`src/rtl/prc_map.svh`:
```
// Purpose: Offsets, field positions and reset values of the pin router.
// Assumes: Special function addresses are eight bits wide.
// Notes: Definitions only.
`ifndef PRC_MAP_SVH
`define PRC_MAP_SVH
`define PRC_ADDR_FIRST 8'hE2
`define PRC_ADDR_SECOND 8'hE3
`define PRC_RST_FIRST 8'h00
`define PRC_RST_SECOND 8'h00
`define PRC_SECOND_MASK 8'hC1
`define PRC_BIT_PULLUP_DIS 7
`define PRC_BIT_MATRIX_EN 6
`define PRC_BIT_CONV_EN 0
`define PRC_NUM_PINS 24
`define PRC_NUM_SIG 9
`endif

```
`src/rtl/prc_pkg.sv`:
```
// Purpose: Types shared by the pin router files.
// Assumes: Nine routable signals, 24 port pins.
// Notes: Signal order is the pin claiming priority, index 0 first.
package prc_pkg;
    typedef struct packed {
        logic [7:0] addr;
        logic [7:0] wdata;
        logic wr;
        logic rd;
    } prc_sfr_req_type;
    typedef enum logic [0:0] {
        PRC_PIN_GPIO = 1'b0,
        PRC_PIN_PERIPH = 1'b1
    } prc_pin_mode_type;
endpackage : prc_pkg

```
`src/rtl/prc_slot.sv`:
```
// Purpose: Claims the next free pin for one routed signal.
// Assumes: Pins are claimed in ascending order.
// Notes: Chained once per signal in priority order.
module prc_slot (
    // Chain
    input wire logic [4:0] base_in,
    input wire logic enable,
    output logic [4:0] base_out,
    output logic valid
);
    always_comb
    begin
        valid = enable && (base_in < 5'h18);
        base_out = valid ? (base_in + 5'h01) : base_in;
    end
endmodule : prc_slot

```
`src/rtl/prc_router.sv`:
```
// Purpose: Pin routing control registers and priority pin assignment.
// Assumes: Base enable count comes in already resolved; pins synchronous.
// Notes: Peripherals given by the base register claim pins first.
`include "prc_map.svh"
module prc_router (
    // Clock and reset
    input wire logic CORE_CLK,
    input wire logic RST_B,
    // Special function register access
    input wire prc_pkg::prc_sfr_req_type SFR_REQ,
    output logic [7:0] SFR_RDATA,
    // Pins claimed ahead by the base register
    input wire logic [4:0] BASE_USED,
    // Port latches, pin levels and read mode
    input wire logic [23:0] PORT_LATCH,
    input wire logic [23:0] PIN_LEVEL,
    input wire logic RMW_READ,
    output logic [23:0] PORT_READ,
    // Peripheral signals
    input wire logic CORE_CLOCK_OUT,
    input wire logic CMP_ONE_OUTPUT,
    output logic TIMER2_CAPTURE_INPUT,
    output logic TIMER2_INPUT,
    output logic EXT_IRQ_ONE_INPUT,
    output logic TIMER1_INPUT,
    output logic EXT_IRQ_ZERO_INPUT,
    output logic TIMER0_INPUT,
    output logic ADC_CONV_START_INPUT,
    // Pin drive
    output logic [23:0] PIN_OUT,
    output logic [23:0] PIN_OE,
    output logic [23:0] PIN_PERIPH,
    output logic PULLUP_ENABLE
);
    logic [7:0] first_q, first_d, second_q, second_d, rdata_d;
    logic [8:0] sig_en, sig_valid;
    logic [4:0] chain [0:9];
    logic [4:0] pin_of [0:8];
    logic route_en;

    always_comb
    begin
        first_d = first_q;
        second_d = second_q;
        if (SFR_REQ.wr && SFR_REQ.addr == `PRC_ADDR_FIRST)
        begin
            first_d = SFR_REQ.wdata;
        end
        if (SFR_REQ.wr && SFR_REQ.addr == `PRC_ADDR_SECOND)
        begin
            second_d = SFR_REQ.wdata & `PRC_SECOND_MASK;
        end
        rdata_d = 8'h00;
        if (SFR_REQ.rd && SFR_REQ.addr == `PRC_ADDR_FIRST)
        begin
            rdata_d = first_q;
        end
        if (SFR_REQ.rd && SFR_REQ.addr == `PRC_ADDR_SECOND)
        begin
            rdata_d = second_q;
        end
    end

    always_ff @(posedge CORE_CLK)
    begin
        if (!RST_B)
        begin
            first_q <= `PRC_RST_FIRST;
            second_q <= `PRC_RST_SECOND;
            SFR_RDATA <= 8'h00;
        end
        else
        begin
            first_q <= first_d;
            second_q <= second_d;
            SFR_RDATA <= rdata_d;
        end
    end

    // Priority order follows the decode table, most urgent first.
    assign route_en = second_q[`PRC_BIT_MATRIX_EN];
    assign sig_en = {second_q[`PRC_BIT_CONV_EN], first_q[7:0]} &
                    {9{route_en}};
    assign chain[0] = BASE_USED;
    assign PULLUP_ENABLE = ~second_q[`PRC_BIT_PULLUP_DIS];

    genvar g;
    generate
        for (g = 0; g < `PRC_NUM_SIG; g++)
        begin : g_slot
            // Bit order 0..7 is comparator first, clock output last.
            prc_slot u_slot (
                .base_in(chain[g]),
                .enable(sig_en[g]),
                .base_out(chain[g + 1]),
                .valid(sig_valid[g])
            );
            assign pin_of[g] = chain[g];
        end
    endgenerate

    // Output drivers: clock out at bit 7, comparator at bit 0.
    always_comb
    begin
        PIN_OUT = PORT_LATCH;
        PIN_PERIPH = 24'h000000;
        TIMER0_INPUT = 1'b1;
        EXT_IRQ_ZERO_INPUT = 1'b1;
        TIMER1_INPUT = 1'b1;
        EXT_IRQ_ONE_INPUT = 1'b1;
        TIMER2_INPUT = 1'b1;
        TIMER2_CAPTURE_INPUT = 1'b1;
        ADC_CONV_START_INPUT = 1'b1;
        for (int i = 0; i < `PRC_NUM_SIG; i++)
        begin
            if (sig_valid[i])
            begin
                PIN_PERIPH[pin_of[i]] = 1'b1;
            end
        end
        if (sig_valid[0])
        begin
            PIN_OUT[pin_of[0]] = CMP_ONE_OUTPUT;
        end
        if (sig_valid[7])
        begin
            PIN_OUT[pin_of[7]] = CORE_CLOCK_OUT;
        end
        if (sig_valid[1])
        begin
            TIMER0_INPUT = PIN_LEVEL[pin_of[1]];
        end
        if (sig_valid[2])
        begin
            EXT_IRQ_ZERO_INPUT = PIN_LEVEL[pin_of[2]];
        end
        if (sig_valid[3])
        begin
            TIMER1_INPUT = PIN_LEVEL[pin_of[3]];
        end
        if (sig_valid[4])
        begin
            EXT_IRQ_ONE_INPUT = PIN_LEVEL[pin_of[4]];
        end
        if (sig_valid[5])
        begin
            TIMER2_INPUT = PIN_LEVEL[pin_of[5]];
        end
        if (sig_valid[6])
        begin
            TIMER2_CAPTURE_INPUT = PIN_LEVEL[pin_of[6]];
        end
        if (sig_valid[8])
        begin
            ADC_CONV_START_INPUT = PIN_LEVEL[pin_of[8]];
        end
        // Input signals leave the pin released, whatever the latch holds.
        PIN_OE = ~PIN_PERIPH | {24{1'b0}};
        for (int i = 1; i < 7; i++)
        begin
            if (sig_valid[i])
            begin
                PIN_OE[pin_of[i]] = 1'b0;
            end
        end
        if (sig_valid[8])
        begin
            PIN_OE[pin_of[8]] = 1'b0;
        end
        if (sig_valid[0])
        begin
            PIN_OE[pin_of[0]] = 1'b1;
        end
        if (sig_valid[7])
        begin
            PIN_OE[pin_of[7]] = 1'b1;
        end
    end

    // Pin reads ignore the routing; software sees the pad, or the latch when RMW_READ is set.
    assign PORT_READ = RMW_READ ? PORT_LATCH : PIN_LEVEL;

    reg_reset_a: assert property (
        @(posedge CORE_CLK)
        !RST_B |=> first_q == 8'h00 && second_q == 8'h00)
        else $error("Routing registers not cleared by reset.");
    unused_bits_a: assert property (
        @(posedge CORE_CLK) disable iff (!RST_B)
        second_q[5:1] == 5'h00)
        else $error("Unused bits of second register not zero.");
    write_first_a: assert property (
        @(posedge CORE_CLK) disable iff (!RST_B)
        SFR_REQ.wr && SFR_REQ.addr == `PRC_ADDR_FIRST
        |=> first_q == $past(SFR_REQ.wdata))
        else $error("First register write lost.");
    matrix_off_a: assert property (
        @(posedge CORE_CLK) disable iff (!RST_B)
        !route_en |-> PIN_PERIPH == 24'h000000)
        else $error("Pin assigned while matrix disabled.");
    pullup_ctl_a: assert property (
        @(posedge CORE_CLK) disable iff (!RST_B)
        SFR_REQ.wr && SFR_REQ.addr == `PRC_ADDR_SECOND
        |=> PULLUP_ENABLE == !$past(SFR_REQ.wdata[7]))
        else $error("Pull-up control wrong.");
    gpio_pin_a: assert property (
        @(posedge CORE_CLK) disable iff (!RST_B)
        PIN_PERIPH == 24'h000000 |-> PIN_OUT == PORT_LATCH)
        else $error("Free pin not driven from latch.");
    first_pin_a: assert property (
        @(posedge CORE_CLK) disable iff (!RST_B)
        route_en && first_q[0] && BASE_USED == 5'h00 |-> PIN_PERIPH[0])
        else $error("First signal did not take pin zero.");
    conv_route_a: assert property (
        @(posedge CORE_CLK) disable iff (!RST_B)
        !second_q[0] |-> ADC_CONV_START_INPUT)
        else $error("Convert start reached while unrouted.");
    port_read_a: assert property (
        @(posedge CORE_CLK) disable iff (!RST_B)
        !RMW_READ |-> PORT_READ == PIN_LEVEL)
        else $error("Port read did not return pin levels.");
    route_on_c: cover property (@(posedge CORE_CLK) route_en && |first_q);
    conv_on_c: cover property (@(posedge CORE_CLK) sig_valid[8]);
    pull_off_c: cover property (@(posedge CORE_CLK) !PULLUP_ENABLE);
endmodule : prc_router

```
`config.mk`:
```
export PLATFORM = sky130hd
export DESIGN_NAME = prc_router
export DESIGN_NICKNAME = d
export VERILOG_FILES = /design/src/rtl/prc_pkg.sv /design/src/rtl/prc_slot.sv /design/src/rtl/prc_router.sv
export VERILOG_INCLUDE_DIRS = /design/src /design/src/rtl
export SDC_FILE = /design/constraint.sdc
export NUM_CORES = 1
export LEC_CHECK = 0
export BUFFER_PORTS_ARGS = -buffer_cell sky130_fd_sc_hd__buf_2
export CORE_ASPECT_RATIO = 1.2
export CORE_MARGIN = 5
export CORE_UTILIZATION = 50
export CTS_BUF_LIST = sky130_fd_sc_hd__clkbuf_16
export CTS_CLUSTER_SIZE = 10
export DETAILED_ROUTE_END_ITERATION = 8
export GPL_TIMING_DRIVEN = 0
export PLACE_DENSITY = 0.9
export SLEW_MARGIN = 40
export SYNTH_ARGS = -nofsm -noshare
export SYNTH_HDL_FRONTEND = slang
export SYNTH_SLANG_ARGS = --single-unit
```
`constraint.sdc`:
```
create_clock -name CORE_CLK -period 7.7 [get_ports CORE_CLK]
set_clock_uncertainty 0.2 [all_clocks]
set_input_delay 0.385 -clock CORE_CLK [delete_from_list [all_inputs] [get_ports CORE_CLK]]
set_output_delay 0.385 -clock CORE_CLK [all_outputs]
set_load 0.03 [all_outputs]
```
**Word-level counts from Yosys, hierarchy flattened**

Index checks and enable logic that the tools add are counted.

- Bits in registers: 19
- Bits in latches: 0
- Bits in writable memories: 0
- Memory bits (read-only): 0
- Input port bits: 76
- Logic and storage cells: 165
- Memories kept: 0

- $add $sub $neg: 8
- Multipliers: 0
- Div/mod/pow operators: 0
- $lt $le $gt $ge: 27
- Eq/ne operators: 2
- Shift operators: 0
- Muxes and demuxes: 72
- Bitwise logic cells: 29
- Reduce and logical (&&, ||, !) cells: 23

Operator list:

| kind | count |
|---|---|
| 24-bit two-way mux | 21 |
| 24-bit OR | 10 |
| 24-bit inverter | 8 |
| 24-bit AND | 7 |
| 5-bit by 6-bit < comparator with 1-bit output (second input constant) | 9 |
| 24-bit bitwise mux | 2 |
| 1-bit demux with 5-bit select | 9 |
| 5-bit by 1-bit >= comparator with 1-bit output (second input constant) | 9 |
| 5-bit < comparator (second input constant) | 9 |
| 5-bit by 1-bit adder with 5-bit output (second input constant) | 8 |
| 5-bit two-way mux | 8 |
| 1-bit binary-select mux with 5-bit select | 7 |
| 1-bit two-way mux | 23 |
| 1-bit logical AND | 22 |
| 8-bit == test (second input constant) | 2 |
| 8-bit two-way mux | 2 |
| 9-bit AND | 1 |
| 1-bit inverter | 3 |
| 3-bit OR reduction | 1 |

**Depth between registers and ports, before layout**

- Depth in word-level cells: 49
- Gate-level depth with buffers: 35

**Modules after synthesis**

From an unflattened synthesis, not the netlist that was laid out.

- Cells, all modules: 783
- Area, all modules: 6,072.1 um^2

By module, submodules not included:

| module | instances | cells each | area each (um^2) | seq. area each (um^2) |
|---|---|---|---|---|
| prc_router | 1 | 675 | 5,227.5 | 380.4 |
| prc_slot | 9 | 12 | 93.8 | 0.0 |

**Worst setup path after synthesis**

OpenSTA, ideal clock, no wires.

- Path type: input-to-output
- From: input BASE_USED[3]
- To: output PIN_OE[10]
- Arrival time: 8.236 ns
- Required time: 7.115 ns
- Slack: -1.121 ns
- Stages: 35
- Path buffers: 4
- Cells stage by stage: buf_4 > and2_2 > nor2_1 > buf_2 > xnor2_1 > inv_1 > ha_1 > nand3_1 > a2111oi_4 > o21ai_1 > o221a_1 > buf_4 > xnor3_4 > xnor2_4 > inv_4 > ha_1 > nand2_1 > nor2_1 > a22oi_1 > nor3_1 > a211oi_2 > o22ai_2 > and2_1 > buf_2 > nor2_1 > nor2_1 > ha_1 > nand2_1 > a21oi_1 > a2111oi_0 > o21bai_2 > inv_1 > or4_4 > o2111ai_1 > nand3_1

- Word-level cells in the longest chain between the ends: 49
- Elaborated cells between the ends (all ways): 122
- Those cells by class: add/sub (8); order compare (27); mux (44); bitwise (25); reduce/logical (18)

Ends and longest elaborated chain:

| element | RTL line | RTL |
|---|---|---|
| from (decl) | prc_router.sv:13 | `input wire logic [4:0] BASE_USED,` |
| 5-bit < comparator | prc_slot.sv:13 | `valid = enable && (base_in < 5'h18);` |
| 1-bit logical AND | prc_slot.sv:13 |  |
| 5-bit two-way mux | prc_slot.sv:14 | `base_out = valid ? (base_in + 5'h01) : base_in;` |
| 5-bit < comparator | prc_slot.sv:13 |  |
| 1-bit logical AND | prc_slot.sv:13 |  |
| 5-bit two-way mux | prc_slot.sv:14 |  |
| 5-bit < comparator | prc_slot.sv:13 |  |
| 1-bit logical AND | prc_slot.sv:13 |  |
| [... 22 more ...] | - |  |
| via PIN_PERIPH[10] | prc_router.sv:32 | `output logic [23:0] PIN_PERIPH,` |
| [... 11 more ...] | - |  |
| 24-bit AND (no source line) | - |  |
| 24-bit two-way mux * | prc_router.sv:161 | `if (sig_valid[i])` |
| 24-bit AND (no source line) | - |  |
| 24-bit two-way mux * | prc_router.sv:166 | `if (sig_valid[8])` |
| 24-bit OR (no source line) | - |  |
| 24-bit two-way mux * | prc_router.sv:170 | `if (sig_valid[0])` |
| 24-bit OR (no source line) | - |  |
| 24-bit two-way mux * | prc_router.sv:174 | `if (sig_valid[7])` |
| to (decl) | prc_router.sv:31 | `output logic [23:0] PIN_OE,` |

The timed path passes the listed nets; every way through them passes the cells marked *.

**Final worst setup path**

- From: register first_q[0]
- To: output PIN_OE[20]

- Word-level cells in the longest chain between the ends: 49
- Elaborated cells between the ends (all ways): 116
- Those cells by class: add/sub (7); order compare (24); mux (42); bitwise (26); reduce/logical (17)

Ends and longest elaborated chain:

| element | RTL line | RTL |
|---|---|---|
| from (decl) | prc_router.sv:35 | `logic [7:0] first_q, first_d, second_q, second_d, rdata_d;` |
| from (signal assigned) | prc_router.sv:68 | `` first_q <= `PRC_RST_FIRST; `` |
| from (signal assigned) | prc_router.sv:74 | `first_q <= first_d;` |
| 9-bit AND * | prc_router.sv:82 | `` assign sig_en = {second_q[`PRC_BIT_CONV_EN], first_q[7:0]} & `` |
| 1-bit logical AND * | prc_slot.sv:13 |  |
| 5-bit two-way mux | prc_slot.sv:14 |  |
| 5-bit < comparator | prc_slot.sv:13 |  |
| 1-bit logical AND | prc_slot.sv:13 |  |
| 5-bit two-way mux | prc_slot.sv:14 |  |
| 5-bit < comparator | prc_slot.sv:13 |  |
| 1-bit logical AND | prc_slot.sv:13 |  |
| [... 33 more ...] | - |  |
| 24-bit AND (no source line) | - |  |
| 24-bit two-way mux | prc_router.sv:161 |  |
| 24-bit AND (no source line) | - |  |
| 24-bit two-way mux | prc_router.sv:166 |  |
| 24-bit OR (no source line) | - |  |
| 24-bit two-way mux | prc_router.sv:170 |  |
| 24-bit OR (no source line) | - |  |
| 24-bit two-way mux * | prc_router.sv:174 |  |

Every way passes the cells marked *; elsewhere a longest branch is shown, timed or not.

==> results.md <==
* Number of synthesized flops with an enable pin at 0
* Internal power at a little under 0.3 mW
* Die Area at 16,500 µm²
* IR drop worst, VDD at 150 µV
* Clk root buf: clkbuf_16
* Sequential area share after synthesis at between 5 and 6%
* Slowest cell on crit path: or4_4
* Pwr dens at roughly 60 nW/µm²
* Cell with the most instances after synthesis: nand2_1
* Syn Std Cell Area at around 7000 µm²
* CTS clk-pin slew, worst paths at 0.05 ns
* Fillcell total at between 1,000 and 1,500
* Post-Route WL at about 37,000 µm
* WP data required at around 7.1 ns
* Hold WC Path Type: input port to flop
* Port buffer count at around 180
* RSZ-0062 raised after global routing: yes
* H-tree levels at 1
* DR vias/cell at around 7.1
* Crit share post-route at between 90% and 100%
* Combinational Power Share at between 60% and 70%
* Site Rows at 47
* Crit. End Element: output pin
* Initial antenna violation count at 1
* Hold_ws at 0.176 ns
* Initial cell density of the core at between 50% and 60%
* Fin crit period at around 7.6 ns
* Leak at roughly 3.5 nW
* First-pass DRT Iterations at 7
* Post-Route Setup TNS at 0 ns
* Vias in the first global route at a little over 9,000
* FF-to-FF Start: second_q[6]$_SDFFE_PN0P_
* DP HPWL at about 28,000 µm
* Io pins at 188
* Crit Path Category: flop to output pin
* Num CTS Buffers at 3
* Distinct cell type count after synthesis at 103
* Core area at ~14,000 µm²
* Min-delay src: RST_B
* Arr. time, crit path at 7.04 ns
* Commonest cells in the netlist: nand2_1, nor2_1, a21oi_1
* Syn avg cell area at approximately 7.3 µm²
* CTS max path bufs at 2
* Clk_lat worst skew at 0.25 ns
* Area share of the largest cell type after synthesis at just over 8%
* Syn. warnings at 0
* Mapped Cells at 951
* Vias at around 9,600
* N_diodes at 0
* Setup violators final at 0
* Crit-path max cell delay at between 0.5 and 0.6 ns
* GRT Overall Usage at 41.2%
* Synth async-reset ratio at 0%
* Height of the die at around 140 µm
* Antenna viol nets, final at 0
* Status: complete, no violations
* Post-synth top area cell: mux2i_1
* Synth area leaders: mux2i_1, nand2_1, a21oi_1, mux4_2, dfxtp_1
* DRT iter0 DRCs at approximately 1,400
* Max-slew violations at 0
* Grt ovf at 0
* Largest net degree at the start of global routing at 12
* Power Total at 0.554 mW
* Crit path buf inv count at 8
* Fin nets at around 1,300
* Seq pwr share at between 10% and 20%
* Crit path max-delay family: compound AO/OA/AOI/OAI gates
* Most used cell, CP: buf_4
* Sw Ratio at about 47%
* Tightest Pin Transition at 0.816 ns
* Seq cells post-synth at 19
* Synthesis-to-layout area growth at 29.2%
* WL per Instance at between 20 and 30 µm
* Max-cap violations at 0
* Fmax at 131 MHz
* CTS Hold Bufs at 0
* Layout cells sized above 1 at between 30% and 40%
* First-pass GRT wire length at approximately 54,000 µm
* Post-Syn Nets at around 1,000
* Critical path startpoint: first_q[0]$_SDFFE_PN0P_
* Switch Pwr at 0.263 mW
* Final Hold Viols at 0
* TritonCTS clock tree: done
* GP Congestion at between 1 and 1.5
* Die width at 118 µm
* Clock power frac at 19.0%
* Crit path max fanout at 10
* Clock sink count at 19
* Most used DFF post-synth: dfxtp_1
* DRC at 0
* Worst slew margin at 45.6%
* Crit start category: flop
routing by layer:
metal / wire length, µm / up-vias / track usage [%]
met2: 16800 / 778 / 70.4
met1: 12300 / 4367 / 46.6
met5: 0 / - / 0
met3: 4130 / 248 / 8.48
met4: 3370 / 0 / 25.7
li1: - / 4177 / -
cell usage in the layout, fill, tap and decap left out, types with 27 or more instances in the layout:
| cell type | synthesis | final |
|---|---|---|
| a21oi_1 | 84 | 81 |
| nand3_1 | 45 | 41 |
| buf_4 | 9 | 49 |
| nand2_1 | 116 | 109 |
| buf_2 | 12 | 186 |
| nor2_1 | 85 | 81 |
| o21ai_0 | 29 | 27 |
| mux2_2 | 31 | 31 |
| and2_1 | 32 | 32 |
| clkbuf_1 | 31 | 30 |
| mux2i_1 | 58 | 58 |
worst paths after layout:
path	to	slack, ns	cells after the start
setup reg to reg	second_q[6]$_SDFFE_PN0P_	5.90	4
hold / removal	first_q[7]$_SDFFE_PN0P_	0.18	2
hold reg to reg	SFR_RDATA[3]$_SDFF_PP0_	0.30	1
setup / recovery	PIN_OE[20]	0.07	31
cell type report:
cell class | instances | area (µm²) | area share (%)
well taps | 171 | 214 | 2.37
repair buffers | 222 | 1230 | 13.7
flip-flops and latches | 19 | 388 | 4.29
clock buffers | 3 | 75.1 | 0.831
plain buffers | 57 | 313 | 3.46
inverters | 16 | 62.6 | 0.693
clock inverters | 1 | 5.00 | 0.0554
multi-input cells | 859 | 6740 | 74.6
registers in the layout, indices dropped and copies added (netlist names):
| register | cells |
|---|---|
| second_q | 3 |
| first_q | 8 |
| SFR_RDATA | 8 |
metrics by stage:
step / cells / cell area [µm²] / setup slack, ns / util (%)
after global routing: 1348 / 9030 / -0.0897 / 65.6
after floorplan: 951 / 7150 / 0.00153 / -
after detailed placement: 1304 / 8290 / -1.23 / 60.2
after CTS: 1333 / 8750 / 0.00649 / 63.6
final: 1348 / 9030 / 0.0737 / 65.6
after global placement: 1304 / 8270 / -1.06 / 60.1
power by group through the flow:
stage / clock, mW / sequential, mW / combinational (mW)
4_1_cts: 0.106 / 0.0979 / 0.328
3_3_place_gp: 0 / 0.101 / 0.311
3_5_place_dp: 0 / 0.101 / 0.315
2_1_floorplan: 0 / 0.101 / 0.209
6_report: 0.105 / 0.0979 / 0.351
5_1_grt: 0.111 / 0.0978 / 0.365
what timing repair did:
item,CTS,global route
setup endpoints to repair,74,56
cloned,0,0
setup buffers,25,15
pin swaps,18,19
gates resized for setup,38,34
cell families after synthesis:
logic type	count (synthesis)	synth area share (%)
fa+ha+maj	16	2.86
mux	106	18.8
buf+inv	73	4.87
xor+xnor	21	4.58
flops	19	5.44
simple gates	383	27.2
compound gates	333	36.3
No activity file was read; power rests on OpenSTA's default activity.
